===== src/nas_pkg.sv =====
// Opcodes, field positions, reset values and cycle counts for the nibble ALU
package nas_pkg;
  // ==========================================
  // Opcode values (10-bit instruction words)
  localparam logic [9:0] OP_ADD_MEMORY       = 10'h00A;
  localparam logic [9:0] OP_ADD_MEM_CARRY    = 10'h00B;
  localparam logic [9:0] OP_AND_MEM          = 10'h018;
  localparam logic [9:0] OP_OR_MEM           = 10'h019;
  localparam logic [9:0] OP_SET_CARRY        = 10'h007;
  localparam logic [9:0] OP_CLEAR_CARRY      = 10'h006;
  localparam logic [9:0] OP_SKIP_CARRY_ZERO  = 10'h02F;
  localparam logic [9:0] OP_COMPLEMENT_ACC   = 10'h01C;
  localparam logic [9:0] OP_ROTATE_RIGHT     = 10'h01D;
  localparam logic [9:0] OP_SKIP_ACC_EQ_MEM  = 10'h026;
  localparam logic [9:0] OP_SKIP_ACC_EQ_IMM  = 10'h025;
  // Opcode groups: upper bits compared, low field is operand
  localparam logic [5:0] GRP_LOAD_IMM_ACC    = 6'h07;
  localparam logic [5:0] GRP_ADD_IMM         = 6'h06;
  localparam logic [4:0] GRP_TABLE_FETCH     = 5'h04;
  localparam logic [7:0] GRP_BIT_SET_MEM     = 8'h17;
  localparam logic [7:0] GRP_BIT_CLEAR_MEM   = 8'h13;
  localparam logic [7:0] GRP_SKIP_BIT_ZERO   = 8'h08;
  // Second word of the compare-with-immediate
  localparam logic [5:0] GRP_CMP_IMM_SECOND  = 6'h07;
  // ==========================================
  // Field positions
  localparam int IMM_LSB   = 0;
  localparam int BITSEL_LSB = 0;
  localparam int TBL_HI_LSB = 4;
  // ==========================================
  // Cycle counts
  localparam logic [1:0] TABLE_FETCH_CYCLES = 2'h3;
  localparam logic [1:0] CMP_IMM_CYCLES     = 2'h2;
  // ==========================================
  // Reset values
  localparam logic [3:0] ACC_RESET   = 4'h0;
  localparam logic [3:0] REGB_RESET  = 4'h0;
  localparam logic       CARRY_RESET = 1'b0;
endpackage


===== src/nas_alu.sv =====
// Nibble accumulator datapath with skip logic
// How it works
// - In a run of load-immediate-to-accumulator, only the first executes; the rest skip.
// - Table fetch puts ROM bits 7..4 into B and 3..0 into accumulator.
// - Table address is table_addr_high bits 2..0 above accumulator bits 3..0.
// - Table fetch pushes return address for one stack level, then pops it.
// - Add memory sums nibble into accumulator, carry flag unchanged.
// - Add memory with carry stores sum in accumulator and carry out in carry.
// - Add immediate keeps carry; skips next unless overflow occurs.
// - AND combines accumulator with memory nibble into accumulator.
// - OR combines accumulator with memory nibble into accumulator.
// - Set carry forces carry flag to one.
// - Clear carry forces carry flag to zero.
// - Skip if carry zero skips next when carry is zero, flag untouched.
// - Complement inverts all four accumulator bits.
// - Rotate shifts carry and accumulator right; carry to bit 3, bit 0 to carry.
// - Bit set writes one into memory bit j from low opcode bits.
// - Bit clear writes zero into memory bit j, other bits kept.
// - Bit test skips next when selected memory bit is zero.
// - Compare with memory skips next when accumulator equals nibble.
// - Compare with immediate is two words, two cycles; skips on equality.
module nas_alu (
  input  wire logic       CLK_I,
  input  wire logic       RST_B_I,
  input  wire logic       INSTR_VALID_I,
  input  wire logic [9:0] INSTR_I,
  input  wire logic [3:0] MEM_RDATA_I,
  input  wire logic [2:0] TABLE_ADDR_HIGH_I,
  input  wire logic [7:0] ROM_RDATA_I,
  output logic            BUSY_O,
  output logic      [3:0] ACC_O,
  output logic      [3:0] REGB_O,
  output logic            CARRY_FLAG_O,
  output logic            SKIP_NEXT_O,
  output logic            MEM_WE_O,
  output logic      [3:0] MEM_WDATA_O,
  output logic            ROM_RE_O,
  output logic      [6:0] ROM_ADDR_O,
  output logic            STACK_PUSH_O,
  output logic            STACK_POP_O
);

  typedef enum logic [1:0] {ST_IDLE, ST_TABLE, ST_CMP_IMM} nas_state_t;

  // ==========================================
  // Decode
  logic       is_lia;
  logic       is_addi;
  logic       is_tbl;
  logic       is_bset;
  logic       is_bclr;
  logic       is_bskip;
  logic [1:0] bit_sel;
  logic [3:0] imm;
  logic [4:0] sum_add;
  logic [4:0] sum_adc;

  assign is_lia   = INSTR_I[9:4] == nas_pkg::GRP_LOAD_IMM_ACC;
  assign is_addi  = INSTR_I[9:4] == nas_pkg::GRP_ADD_IMM;
  assign is_tbl   = INSTR_I[9:5] == nas_pkg::GRP_TABLE_FETCH;
  assign is_bset  = INSTR_I[9:2] == nas_pkg::GRP_BIT_SET_MEM;
  assign is_bclr  = INSTR_I[9:2] == nas_pkg::GRP_BIT_CLEAR_MEM;
  assign is_bskip = INSTR_I[9:2] == nas_pkg::GRP_SKIP_BIT_ZERO;
  assign bit_sel  = INSTR_I[nas_pkg::BITSEL_LSB +: 2];
  assign imm      = INSTR_I[nas_pkg::IMM_LSB +: 4];
  assign sum_add  = {1'b0, ACC_O} + {1'b0, MEM_RDATA_I};
  assign sum_adc  = sum_add + {4'h0, CARRY_FLAG_O};

  // ==========================================
  // Sequencing state
  nas_state_t state_q;
  logic [1:0] cnt_q;
  logic       skip_q;
  logic       skip_cnt_q;
  logic       last_lia_q;
  logic       exec;
  logic       skip_now;

  assign exec = INSTR_VALID_I && state_q == ST_IDLE && !skip_q;

  always_ff @(posedge CLK_I) begin
    if (!RST_B_I) begin
      state_q <= ST_IDLE;
      cnt_q   <= 2'h0;
      BUSY_O  <= 1'b0;
    end else begin
      unique case (state_q)
        ST_IDLE: begin
          if (exec && is_tbl) begin
            state_q <= ST_TABLE;
            cnt_q   <= nas_pkg::TABLE_FETCH_CYCLES - 2'h1;
            BUSY_O  <= 1'b1;
          end else if (exec && INSTR_I == nas_pkg::OP_SKIP_ACC_EQ_IMM) begin
            state_q <= ST_CMP_IMM;
            cnt_q   <= nas_pkg::CMP_IMM_CYCLES - 2'h1;
            BUSY_O  <= 1'b1;
          end
        end
        ST_TABLE, ST_CMP_IMM: begin
          if (INSTR_VALID_I) begin
            cnt_q <= cnt_q - 2'h1;
            if (cnt_q == 2'h1) begin
              state_q <= ST_IDLE;
              BUSY_O  <= 1'b0;
            end
          end
        end
        default: begin
          state_q <= ST_IDLE;
          BUSY_O  <= 1'b0;
        end
      endcase
    end
  end

  // ==========================================
  // Load run tracking
  always_ff @(posedge CLK_I) begin
    if (!RST_B_I) begin
      last_lia_q <= 1'b0;
    end else if (INSTR_VALID_I && state_q == ST_IDLE) begin
      // remember a load in the run
      last_lia_q <= is_lia;
    end
  end

  // ==========================================
  // Skip flag: one skipped word, two if it is a compare-immediate
  always_ff @(posedge CLK_I) begin
    if (!RST_B_I) begin
      skip_q     <= 1'b0;
      skip_cnt_q <= 1'b0;
    end else if (INSTR_VALID_I && state_q == ST_IDLE) begin
      if (skip_q) begin
        if (INSTR_I == nas_pkg::OP_SKIP_ACC_EQ_IMM && !skip_cnt_q) begin
          skip_cnt_q <= 1'b1;
        end else begin
          skip_q     <= 1'b0;
          skip_cnt_q <= 1'b0;
        end
        if (is_lia) begin
          skip_q     <= 1'b0;
          skip_cnt_q <= 1'b0;
        end
      end else begin
        skip_q <= skip_now;
      end
    end else if (INSTR_VALID_I && state_q == ST_CMP_IMM && cnt_q == 2'h1) begin
      skip_q <= ACC_O == INSTR_I[3:0];
    end
  end

  // ==========================================
  // Skip condition of current word
  // Pending skip shown straight from its flop
  assign SKIP_NEXT_O = skip_q;

  always_comb begin
    skip_now = 1'b0;
    if (exec) begin
      if (is_addi) begin
        skip_now = !(({1'b0, ACC_O} + {1'b0, imm}) > 5'h0F);
      end
      if (INSTR_I == nas_pkg::OP_SKIP_CARRY_ZERO) begin
        skip_now = !CARRY_FLAG_O;
      end
      if (is_bskip) begin
        skip_now = !MEM_RDATA_I[bit_sel];
      end
      if (INSTR_I == nas_pkg::OP_SKIP_ACC_EQ_MEM) begin
        skip_now = ACC_O == MEM_RDATA_I;
      end
    end
  end

  // ==========================================
  // Accumulator and register B
  always_ff @(posedge CLK_I) begin
    if (!RST_B_I) begin
      ACC_O  <= nas_pkg::ACC_RESET;
      REGB_O <= nas_pkg::REGB_RESET;
    end else if (exec) begin
      if (is_lia && !last_lia_q) begin
        ACC_O <= imm;
      end
      if (INSTR_I == nas_pkg::OP_ADD_MEMORY) begin
        ACC_O <= sum_add[3:0];
      end
      if (INSTR_I == nas_pkg::OP_ADD_MEM_CARRY) begin
        ACC_O <= sum_adc[3:0];
      end
      if (is_addi) begin
        ACC_O <= ACC_O + imm;
      end
      if (INSTR_I == nas_pkg::OP_AND_MEM) begin
        ACC_O <= ACC_O & MEM_RDATA_I;
      end
      if (INSTR_I == nas_pkg::OP_OR_MEM) begin
        ACC_O <= ACC_O | MEM_RDATA_I;
      end
      if (INSTR_I == nas_pkg::OP_COMPLEMENT_ACC) begin
        ACC_O <= ~ACC_O;
      end
      if (INSTR_I == nas_pkg::OP_ROTATE_RIGHT) begin
        ACC_O <= {CARRY_FLAG_O, ACC_O[3:1]};
      end
    end else if (state_q == ST_TABLE && INSTR_VALID_I && cnt_q == 2'h1) begin
      REGB_O <= ROM_RDATA_I[7:nas_pkg::TBL_HI_LSB];
      ACC_O  <= ROM_RDATA_I[nas_pkg::TBL_HI_LSB-1:0];
    end
  end

  // ==========================================
  // Carry flag
  always_ff @(posedge CLK_I) begin
    if (!RST_B_I) begin
      CARRY_FLAG_O <= nas_pkg::CARRY_RESET;
    end else if (exec) begin
      if (INSTR_I == nas_pkg::OP_ADD_MEM_CARRY) begin
        CARRY_FLAG_O <= sum_adc[4];
      end
      if (INSTR_I == nas_pkg::OP_SET_CARRY) begin
        CARRY_FLAG_O <= 1'b1;
      end
      if (INSTR_I == nas_pkg::OP_CLEAR_CARRY) begin
        CARRY_FLAG_O <= 1'b0;
      end
      if (INSTR_I == nas_pkg::OP_ROTATE_RIGHT) begin
        CARRY_FLAG_O <= ACC_O[0];
      end
    end
  end

  // ==========================================
  // Per-bit write data for bit set and clear
  logic [3:0] bit_wdata;
  for (genvar k = 0; k < 4; k++) begin : g_bit_wdata
    assign bit_wdata[k] = (bit_sel == 2'(k)) ? is_bset : MEM_RDATA_I[k];
  end

  // ==========================================
  // Memory write-back
  always_ff @(posedge CLK_I) begin
    if (!RST_B_I) begin
      MEM_WE_O    <= 1'b0;
      MEM_WDATA_O <= 4'h0;
    end else begin
      MEM_WE_O <= exec && (is_bset || is_bclr);
      if (is_bset) begin
        MEM_WDATA_O <= bit_wdata;
      end
      if (is_bclr) begin
        MEM_WDATA_O <= bit_wdata;
      end
    end
  end

  // ==========================================
  // Table fetch ROM access and stack use
  always_ff @(posedge CLK_I) begin
    if (!RST_B_I) begin
      ROM_RE_O     <= 1'b0;
      ROM_ADDR_O   <= 7'h00;
      STACK_PUSH_O <= 1'b0;
      STACK_POP_O  <= 1'b0;
    end else begin
      STACK_PUSH_O <= exec && is_tbl;
      STACK_POP_O  <= state_q == ST_TABLE && INSTR_VALID_I && cnt_q == 2'h1;
      ROM_RE_O     <= exec && is_tbl;
      if (exec && is_tbl) begin
        ROM_ADDR_O <= {TABLE_ADDR_HIGH_I, ACC_O};
      end
    end
  end

endmodule


===== config.mk =====
export PLATFORM = sky130hd
export DESIGN_NAME = nas_alu
export DESIGN_NICKNAME = d
export VERILOG_FILES = /design/src/nas_pkg.sv /design/src/nas_alu.sv
export SDC_FILE = /design/constraint.sdc
export NUM_CORES = 1
export LEC_CHECK = 0
export ABC_AREA = 1
export ABC_CLOCK_PERIOD_IN_PS = 5400
export BUFFER_PORTS_ARGS = -buffer_cell sky130_fd_sc_hd__buf_4
export CAP_MARGIN = 20
export CORE_MARGIN = 4
export CORE_UTILIZATION = 48
export CTS_CLUSTER_DIAMETER = 60
export DETAILED_ROUTE_END_ITERATION = 10
export PLACE_DENSITY = 0.72
export SLEW_MARGIN = 20
export SYNTH_ARGS = -nofsm -noshare
export SYNTH_HDL_FRONTEND = slang
export SYNTH_SLANG_ARGS = --single-unit

===== constraint.sdc =====
create_clock -name CLK_I -period 5.4 [get_ports CLK_I]
set_clock_uncertainty 0.05 [all_clocks]
set_input_delay 1.08 -clock CLK_I [delete_from_list [all_inputs] [get_ports CLK_I]]
set_output_delay 1.08 -clock CLK_I [all_outputs]
set_load 0.02 [all_outputs]

**Yosys cells after proc, flatten, opt, wreduce, memory -nomap -nowiden**

Index checks and enable logic that the tools add are counted.

- Register bits: 31
- Input bits: 28
- Output and inout bits: 26
- Logic and storage cells: 132

- $add $sub $neg: 5
- Magnitude comparators: 2
- Eq/ne operators: 29
- Muxes and demuxes: 46
- Bitwise operators: 4
- Reductions and logical operators: 32

Operator list:

| cell | number |
|---|---|
| $mux 4 | 12 |
| $eq 10x5->1 const B | 4 |
| $eq 10x6->1 const B | 3 |
| $mux 1 | 23 |
| $eq 10x3->1 const B | 2 |
| $eq 10x4->1 const B | 2 |
| $eq 8x5->1 const B | 2 |
| $mux 2 | 7 |
| $eq 6x3->1 const B | 2 |
| $logic_and 1x1->1 | 11 |
| $add 4x4->5 | 2 |
| $ne 9x2->1 const B | 1 |
| $eq 4x4->1 | 2 |
| $eq 8x4->1 const B | 1 |
| $pmux 2 s2 | 2 |
| $reduce_and 2->1 | 4 |
| $reduce_bool 2->1 | 4 |
| $eq 2x1->1 const B | 3 |
| $eq 2x2->1 const B | 3 |
| $logic_not 1->1 | 6 |
| $reduce_and 3->1 | 2 |
| $add 5x1->5 | 1 |
| $eq 5x3->1 const B | 1 |
| $gt 5x4->1 const B | 1 |
| other kinds (15) | 17 |

**Longest topological paths before layout**

Gate-level depths: netlist of the first run.

- Word-level depth: 11
- Depth in mapped cells: 17
- Gate-level depth less buffers: 17

**Worst setup path before layout of the first run**

OpenSTA, ideal clock, no wires.

- Path type: input -> register
- Start point: input port MEM_RDATA_I[0]
- End point: register ACC_O[2]
- Setup time: 116 ps
- Arrival time: 2,572 ps
- Data required time: 5,234 ps
- Setup slack: 2,662 ps
- Cell stages on the path: 11
- Path buffers: 0
- Cells stage by stage: ha_1 -> inv_1 -> fa_1 -> inv_1 -> ha_1 -> xor2_1 -> nor2_1 -> o21ai_0 -> nand4_1 -> nand3b_1 -> a21oi_2

- Word-level cells in the longest chain between the ends: 9
- Elaborated cells on any way between the ends: 10
- Classes of those cells: add/sub: 2; mux: 8

RTL lines:

| item | RTL line | source |
|---|---|---|
| start: declaration | nas_alu.sv:27 | `input wire logic [3:0] MEM_RDATA_I,` |
| $add 4x4->5 (*) | nas_alu.sv:66 | `assign sum_add = {1'b0, ACC_O} + {1'b0, MEM_RDATA_I};` |
| $add 5x1->5 or $mux 4 (tied branches) | nas_alu.sv:67, nas_alu.sv:186 |  |
| $mux 4 (*) | nas_alu.sv:189 | `if (INSTR_I == nas_pkg::OP_ADD_MEM_CARRY) begin` |
| $mux 4 (*) | nas_alu.sv:192 | `if (is_addi) begin` |
| $mux 4 (*) | nas_alu.sv:195 | `if (INSTR_I == nas_pkg::OP_AND_MEM) begin` |
| $mux 4 (*) | nas_alu.sv:198 | `if (INSTR_I == nas_pkg::OP_OR_MEM) begin` |
| $mux 4 (*) | nas_alu.sv:201 | `if (INSTR_I == nas_pkg::OP_COMPLEMENT_ACC) begin` |
| $mux 4 (*) | nas_alu.sv:204 | `if (INSTR_I == nas_pkg::OP_ROTATE_RIGHT) begin` |
| $mux 4 (*) | nas_alu.sv:182 | `end else if (exec) begin` |
| end signal: assignment | nas_alu.sv:199 | `ACC_O <= ACC_O \| MEM_RDATA_I;` |
| end signal: assignment | nas_alu.sv:202 | `ACC_O <= ~ACC_O;` |
| end signal: assignment | nas_alu.sv:205 | `ACC_O <= {CARRY_FLAG_O, ACC_O[3:1]};` |
| end: declaration | nas_alu.sv:31 | `output logic [3:0] ACC_O,` |

Mark *: on every way between the ends. The rest lies on a longest branch, timed or not.
A chain may end at the register's enable or synchronous reset.

**Worst setup path in the final report of the first run**

Same ends and word-level chain as after synthesis.

==> flow_results.org, run 1 <==
** Logic synthesis
- Counting flops with an async set or reset pin after synthesis yields a share of 0.
- Sequential share of the synthesized area :: 0.254
- For this run, the leading register cell type out of synthesis is sky130_fd_sc_hd__dfxtp_1.
- Yosys printed 0 warnings.
- In this run, synthesis inferred 0 flip-flops with an integrated enable.
- After synthesis the netlist holds a flip-flop and latch count of 31.
- Avg Synthesized Cell Area :: about 6.6 um^2
- Summing every instance area after synthesis gives 2440 um^2.
- The synthesized netlist contains 42 unique library cells.
- When the netlist entered floorplanning its net count stood at between 400 and 500.
- Gate Count Post-Synth :: roughly 370

** Power and ir drop
- Power dissipated by switching net loads :: around 0.00026 W
- The share of total power dissipated in sequential elements is 0.354.
- Switching share of power :: 0.347
- PD cells :: around 240 nW/um^2
- The worst-case IR drop observed on VDD is 0.211 mV.
- Cell-internal power :: about 0.00048 W
- The analysis attributes to cell leakage a power of around 1.5 nW.
- Proportion of power drawn by combinational gates :: 0.322
- Clock network fraction of total power :: 0.324

** GRT
- GRT Residual Overflow :: 0
- Entering global routing, the biggest net connects 25 pins.
- GR Util All Layers :: 0.232
- Initial antenna violation count :: 0
- The first global-routing pass estimated between 10000 and 15000 um of wire.
- Via count of the first global-routing pass :: approximately 2500

** STA
- The number of max-slew violations in the final report is 0.
- In the post-route analysis, the smallest setup slack over all paths is between 2 and 3 ns.
- Fin. Hold Viols :: 0
- Total negative setup slack :: 0 ns
- Transition time at the pin with the least slew margin :: between 0.5 and 0.6 ns
- Setup repair after global routing left no endpoint under its margin.
- Period minus WS final :: roughly 2.8 ns
- Highest clock rate :: about 0.36 GHz
- Slew HR :: 0.606
- Setup violations remaining at the end of the flow were counted as 0.
- Dividing the final minimum period by the clock period gives 0.511.

** Routing
- Dividing the detail-routed via count by the number of cells gives a little over 5.
- For this run, design rule violations remaining after detail routing come to 0.
- WL/cell :: 14.1 um
- Number of detailed-routing iterations run before antenna repair :: 4
- The detail route stage leaves a number of antenna-violating nets equal to 0.
- The final route contains around 2500 vias.
- For this block, the initial DRC count from the detailed router was ~160.
- Post-detailed-routing wire length :: ~7000 um

** Hold path
- The startpoint identified for the worst hold timing path is BUSY_O.
- The worst hold path belongs to the class register to register.

** Setup path
- CP top delay family :: adder cells
- Critical Path Fanout Max :: 3
- CP cell instances :: buf_4 > ha_1 > inv_1 > fa_1 > inv_1 > ha_1 > xor2_1 > nor2_1 > o21ai_0 > nand4_1 > nand3b_1 > a21oi_2
- In this design, the stage delay of the slowest critical-path cell is slightly above 0.4 ns.
- Critical Path RT :: about 5.5 ns
- Endpoint class of the critical path :: register
- The startpoint identified for the worst register-to-register timing path is ACC_O[0].
- Worst Path Class, Setup :: input port to register
- STA classifies the critical path startpoint as an input port.
- Worst setup path start :: MEM_RDATA_I[0]
- Data on the critical path arrives at its endpoint at between 2 and 3 ns.
- The critical path contains buffers and inverters numbering 3 combined.
- For this design, the slowest cell found on the critical path is sky130_fd_sc_hd__fa_1.

** Place
- During placement, the flow inserted port buffers numbering 53.
- HPWL after detailed placement :: approximately 5700 um
- At the end of routability-driven placement, the weighted congestion stood at approximately 0.90.
- Prior to clock tree synthesis, the placed netlist has a worst setup slack of 2.39 ns.
- Summing all placed instances gives a cell area of between 2000 and 3000 um^2.

** CTS
- Clock-pin slew of the registers on the worst-case setup and hold paths :: about 0.070 ns
- Clock Latency Late Sink :: approximately 0.28 ns
- Number of hold-repair buffers added at the cts stage :: 0
- The tree is rooted in a sky130_fd_sc_hd__clkbuf_8.
- CTS Buffer Depth :: 2
- The tree built by TritonCTS fans out to 31 sinks.
- The number of setup buffers added after CTS is 0.
- The clock tree synthesis step divided the H-tree into 2 levels.
- TritonCTS created 5 clock buffers.
- Post_cts resized :: 0
- CTS tree :: done

** Final layout
- Top library cells by usage in the layout, fill and taps aside :: sky130_fd_sc_hd__nand2_1 (79), sky130_fd_sc_hd__buf_4 (53), sky130_fd_sc_hd__inv_1 (52), sky130_fd_sc_hd__nor2_1 (48), sky130_fd_sc_hd__dfxtp_1 (31)
- At the end of the flow, the number of nets in the layout was 476.
- Most frequent standard cell in the layout excluding fill and tap cells :: sky130_fd_sc_hd__nand2_1
- Post-route cell area :: between 3000 and 4000 um^2
- Antenna cell count :: 0
- From synthesis to final layout, the design area changed by 23.5%.
- Of the cells placed in the final design, the portion with a size suffix greater than 1 is 0.224.
- At the end of the flow the core is filled with cells to 0.626.
- Filler Cell Count :: ~490

** Floorplanning
- Starting utilization of the core area :: 0.507
- Die Outline Area :: ~6300 um^2
- Die outline width :: about 79 um
- The floorplan has 25 rows.
- In this run the standard cell core region covers approximately 4800 um^2.
- During I/O placement, the number of pins put on the boundary was 54.
- The die is slightly below 80 um tall.

** Run
- Across the run, the number of max-cap violations was 0.

** Run status
- Status :: finished clean
layer usage:
metal / wire length (um) / vias to the layer above / GRT usage
met3: 438 / 10 / 0.0533
met2: 3270 / 90 / 0.372
met4: 80 / 0 / 0.0584
met5: 0 / - / 0
met1: 3180 / 1112 / 0.313
li1: - / 1320 / -
state kept, by name, summed over array words and instances (netlist names):
name and cells:
ACC_O 4, BUSY_O 1, CARRY_FLAG_O 1, MEM_WDATA_O 4, MEM_WE_O 1, REGB_O 4, ROM_ADDR_O 7, SKIP_NEXT_O 1
STACK_POP_O 1, STACK_PUSH_O 1, cnt_q 2, last_lia_q 1, skip_cnt_q 1, state_q 2
power by group through the flow:
| stage | combinational (W) | sequential, W | clock, W |
|---|---|---|---|
| 5_1_grt | 0.000269 | 0.000262 | 0.000253 |
| 3_5_place_dp | 0.000235 | 0.000266 | 0 |
| 4_1_cts | 0.000236 | 0.000260 | 0.000243 |
| 2_1_floorplan | 0.000152 | 0.000271 | 0 |
| 6_report | 0.000237 | 0.000260 | 0.000239 |
| 3_3_place_gp | 0.000232 | 0.000265 | 0 |
layout make-up:
type / count / area (um^2) / share of cell area
multi-input cells: 275 / 1570 / 0.520
repair buffers: 53 / 398 / 0.132
clock inverters: 2 / 35.0 / 0.0116
inverters: 61 / 229 / 0.0759
flip-flops and latches: 31 / 621 / 0.206
well taps: 67 / 83.8 / 0.0278
clock buffers: 6 / 82.6 / 0.0274
per-stage QoR:
step                power, W  hold slack [ns]  cells
floorplan           0.000423            0.394    372
global placement    0.000497            0.403    487
detailed placement  0.000500            0.419    487
CTS                 0.000739            0.430    495
global route        0.000784            0.465    495
finish              0.000736            0.426    495
worst paths after layout:
| check | end | slack (ns) | cells past startpoint |
|---|---|---|---|
| setup / recovery | ACC_O[2] | 2.64 | 12 |
| hold / removal | BUSY_O | 0.43 | 2 |
| setup reg to reg | ACC_O[2] | 3.02 | 11 |
| hold reg to reg | BUSY_O | 0.43 | 2 |
kinds of logic after synthesis:
logic type / Yosys count / share of synthesized area
compound gates: 66 / 0.161
xor+xnor: 3 / 0.0108
fa+ha+maj: 21 / 0.114
buf+inv: 66 / 0.104
flops: 31 / 0.254
mux: 1 / 0.00410
simple gates: 184 / 0.352
synth_stat cells (3+ instances only):
library cell / number / area (um^2)
sky130_fd_sc_hd__nor4_1: 3 / 18.8
sky130_fd_sc_hd__a21oi_1: 21 / 105
sky130_fd_sc_hd__buf_2: 3 / 15.0
sky130_fd_sc_hd__nand2_2: 3 / 18.8
sky130_fd_sc_hd__dfxtp_1: 31 / 621
sky130_fd_sc_hd__nand3_1: 17 / 85.1
sky130_fd_sc_hd__ha_1: 19 / 238
sky130_fd_sc_hd__inv_2: 7 / 26.3
sky130_fd_sc_hd__xor2_1: 3 / 26.3
sky130_fd_sc_hd__nand4_1: 8 / 50.1
sky130_fd_sc_hd__inv_1: 52 / 195
sky130_fd_sc_hd__nand3_2: 5 / 50.1
sky130_fd_sc_hd__nor2_2: 6 / 37.5
sky130_fd_sc_hd__a21oi_2: 4 / 35.0
sky130_fd_sc_hd__nor3_1: 4 / 20.0
sky130_fd_sc_hd__o21ai_0: 25 / 125
sky130_fd_sc_hd__nor2_1: 48 / 180
sky130_fd_sc_hd__nand2_1: 79 / 297
sky130_fd_sc_hd__nor2_4: 3 / 33.8
tightest hold or removal path, stage by stage, from the launching register on:
cell and delay [ns]:
sky130_fd_sc_hd__dfxtp_1 0.31, sky130_fd_sc_hd__nand2_1 0.06, sky130_fd_sc_hd__a21oi_1 0.05
No activity file was read; power rests on OpenSTA's default activity.
==> inputs of run 2 (changes only) <==
--- a/config.mk
+++ b/config.mk
@@ -6,7 +6,7 @@
 export NUM_CORES = 1
 export LEC_CHECK = 0
 export ABC_AREA = 1
-export ABC_CLOCK_PERIOD_IN_PS = 5400
+export ABC_CLOCK_PERIOD_IN_PS = 2800
 export BUFFER_PORTS_ARGS = -buffer_cell sky130_fd_sc_hd__buf_4
 export CAP_MARGIN = 20
 export CORE_MARGIN = 4
==> constraint.sdc (replaced) <==
create_clock -name CLK_I -period 2.8 [get_ports CLK_I]
set_clock_uncertainty 0.05 [all_clocks]
set_input_delay 0.56 -clock CLK_I [delete_from_list [all_inputs] [get_ports CLK_I]]
set_output_delay 0.56 -clock CLK_I [all_outputs]
set_load 0.02 [all_outputs]
==> flow_results.org, run 2 (same netlist as run 1, synthesis figures left out) <==
** Run status
- Status: finished clean (unchanged).

** Setup path
- CP cell instances :: ha_1 > inv_1 > fa_1 > inv_1 > ha_1 > xor2_1 > nor2_1 > o21ai_0 > nand4_1 > nand3b_1 > a21oi_2 (was buf_4 > ha_1 > inv_1 > fa_1 > inv_1 > ha_1 > xor2_1 > nor2_1 > o21ai_0 > nand4_1 > nand3b_1 > a21oi_2)
- Slowest CP cell :: sky130_fd_sc_hd__fa_1 (unchanged)
- The data required time at the worst endpoint was 2.93 ns (was 5.52 ns).
- Worst reg2reg path endpoint :: ACC_O[2] (unchanged)
- Worst r2r path cells :: 11 (unchanged)
- The arrival time at the worst endpoint is 2.47 ns (was 2.87 ns).
- Endpoint class of the critical path :: register (unchanged)
- Register-to-register setup slack :: 0.46 ns (was 3.02 ns)
- Worst Path Class, Setup :: register to register (was input port to register)
- The maximum fanout along the worst path was 5 (was 3).
- Worst setup path start :: ACC_O[0] (was MEM_RDATA_I[0])
- Largest incremental delay on the critical path :: 0.48 ns (was 0.41 ns)
- Startpoint class of the critical path :: register (was input port)
- Startpoint of the worst register-to-register path :: ACC_O[0] (unchanged)

** STA
- Slew HR :: 0.624 (was 0.606)
- The number of max-slew violations in the final report was 0 (unchanged).
- The slew at the pin closest to its max-slew limit is 0.559 ns (was 0.586 ns).
- Static timing analysis puts the maximum clock frequency at about 0.43 GHz.
- The final count of negative-setup-slack endpoints is 0 (unchanged).
- The setup TNS came to 0 ns (unchanged).
- Fin crit share :: 0.836
- Setup repair after global routing missed its margin :: false (unchanged)
- The hold violation total from the final report was 0 (unchanged).
- For the finished layout, the period the worst path requires is roughly 2.3 ns.

** Power and ir drop
- The total power density per cell area is 473 nW/um^2 (was 244 nW/um^2).
- The maximum resistive drop on vdd is 0.351 mV (was 0.211 mV).
- LEAKAGE :: 1.52 nW (unchanged)
- The overall power after layout came to 0.00143 W (was 0.000736 W).

** Hold path
- Worst hold start :: BUSY_O (unchanged)
- The end point of the worst hold path was BUSY_O (unchanged).
- The count of cells along the worst hold path is 2 (unchanged).
- Path type of the worst min-delay path :: register to register (unchanged)

** CTS
- Clock Latency Late Sink :: 0.29 ns (was 0.28 ns)
- Number of setup buffers added after CTS :: 0 (unchanged)
- The CTS buffer count was 5 (unchanged).
- Post_cts resized :: 0 (unchanged)
- CTS sink cnt :: 31 (unchanged)
- The TritonCTS clock tree was done (unchanged).
- The number of H-tree branching levels came to 2 (unchanged).
- The root buffer cell is sky130_fd_sc_hd__clkbuf_8 (unchanged).
- CTS Buffer Depth :: 2 (unchanged)
- Number of hold-repair buffers added at the cts stage :: 0 (unchanged)
- The clock-pin slew on the worst setup and hold paths came to 0.07 ns (about the same).

** Floorplanning
- The I/O pin total came to 54 (unchanged).
- Starting utilization of the core area :: 0.507 (unchanged)
- The overall die width was 79.4 um (unchanged).
- Vert. Die Dim :: 79.4 um (unchanged)
- Die Outline Area :: 6300 um^2 (unchanged)
- Core area :: 4820 um^2 (unchanged)
- The standard-cell row count was 25 (unchanged).

** Routing
- DRC Markers :: 0 (unchanged)
- Total vias in the final route :: 2542 (was 2532)
- First DRT Iteration DRCs :: 164 (was 158)
- WL/cell :: 14.2 um (was 14.1 um)
- The overall routed net length is 7010 um (was 6970 um).
- The count of antenna-violating nets left after detailed routing came to 0 (unchanged).
- The average vias per placed instance is 5.14 (was 5.12).
- The first-pass iteration count of the detailed router came to 5 (was 4).

** GRT
- Maximum number of pins on one net before global-route repair :: 25 (unchanged)
- Global-route wire length before repair :: 11400 um (was 11500 um)
- Initial antenna violation count :: 0 (unchanged)
- GRT Residual Overflow :: 0 (unchanged)
- The all-layer global routing usage was 0.234 (was 0.232).
- Via count of the first global-routing pass :: 2452 (was 2464)

** Final layout
- The number of flip-flops under the largest register name came to 7 (unchanged).
- Area growth from synthesis to layout :: 23.5% (unchanged)
- Most frequent standard cell in the layout excluding fill and tap cells :: sky130_fd_sc_hd__nand2_1 (unchanged)
- Fraction of layout instances using a drive strength above 1 :: 0.224 (unchanged)
- Biggest register :: ROM_ADDR_O (unchanged)
- Top library cells by usage in the layout, fill and taps aside: sky130_fd_sc_hd__nand2_1 (79), sky130_fd_sc_hd__buf_4 (53), sky130_fd_sc_hd__inv_1 (52), sky130_fd_sc_hd__nor2_1 (48), sky130_fd_sc_hd__dfxtp_1 (31) (unchanged).
- Share of the core filled with cells :: 0.626 (unchanged)
- The number of nets in the finished design was 476 (unchanged).
- Filler Cell Count :: 511 (was 494)
- The area occupied by multi-input gates came to 1570 um^2 (unchanged).
- Storage cell area :: 621 um^2 (unchanged)
- The number of antenna diodes came to 0 (unchanged).

** Place
- The weighted congestion reported at the end of routability-driven placement was 0.900 (was 0.897).
- Number of port buffers :: 53 (unchanged)
- HPWL after detailed placement :: 5750 um (was 5730 um)

** Run
- Number of max-capacitance violations reported :: 0 (unchanged)
==> run 2: layout make-up <==
cell class / count / area share
well taps: 67 / 0.0278
clock buffers: 6 / 0.0274
inverters: 61 / 0.0759
flip-flops and latches: 31 / 0.206
repair buffers: 53 / 0.132
multi-input cells: 275 / 0.520
clock inverters: 2 / 0.0116
==> run 2: per-layer routing <==
metal	GRT usage	part of all wire
met1	0.298	0.45
met2	0.383	0.46
met3	0.0533	0.067
met4	0.0893	0.024
met5	0	0
==> run 2: worst max path at each step <==
stage | end | slack [ns] | cells past startpoint
floorplan | ACC_O[2] | 0.58 | 11
global placement | ACC_O[2] | 0.37 | 12
detailed placement | ACC_O[2] | 0.30 | 12
CTS | ACC_O[2] | 0.43 | 11
global route | ACC_O[2] | 0.24 | 11
finish | ACC_O[2] | 0.46 | 11
==> run 2: where the power goes <==
part / switching [W] / total (W) / internal [W]
Sequential: 0.0000336 / 0.000503 / 0.000469
Clock: 0.000181 / 0.000469 / 0.000288
Combinational: 0.000286 / 0.000455 / 0.000170
==> run 2: worst max-delay path, delay by kind of cell (launching register included) <==
family | cells | cell delay (ns)
flip-flops | 1 | 0.47
AND/OR/NAND/NOR | 3 | 0.26
adder cells (fa/ha/maj) | 3 | 0.95
buffers and inverters | 2 | 0.13
XOR/XNOR | 1 | 0.15
AO/OA/AOI/OAI | 2 | 0.23
==> run 2: per-stage QoR <==
step / setup WS [ns] / area (um^2) / cells / hold WS (ns)
after floorplan: 0.582 / 2440 / 372 / 0.394
after global placement: 0.375 / 2900 / 487 / 0.403
after detailed placement: 0.300 / 2900 / 487 / 0.428
after CTS: 0.428 / 3020 / 495 / 0.438
after global routing: 0.238 / 3020 / 495 / 0.463
final: 0.460 / 3020 / 495 / 0.430
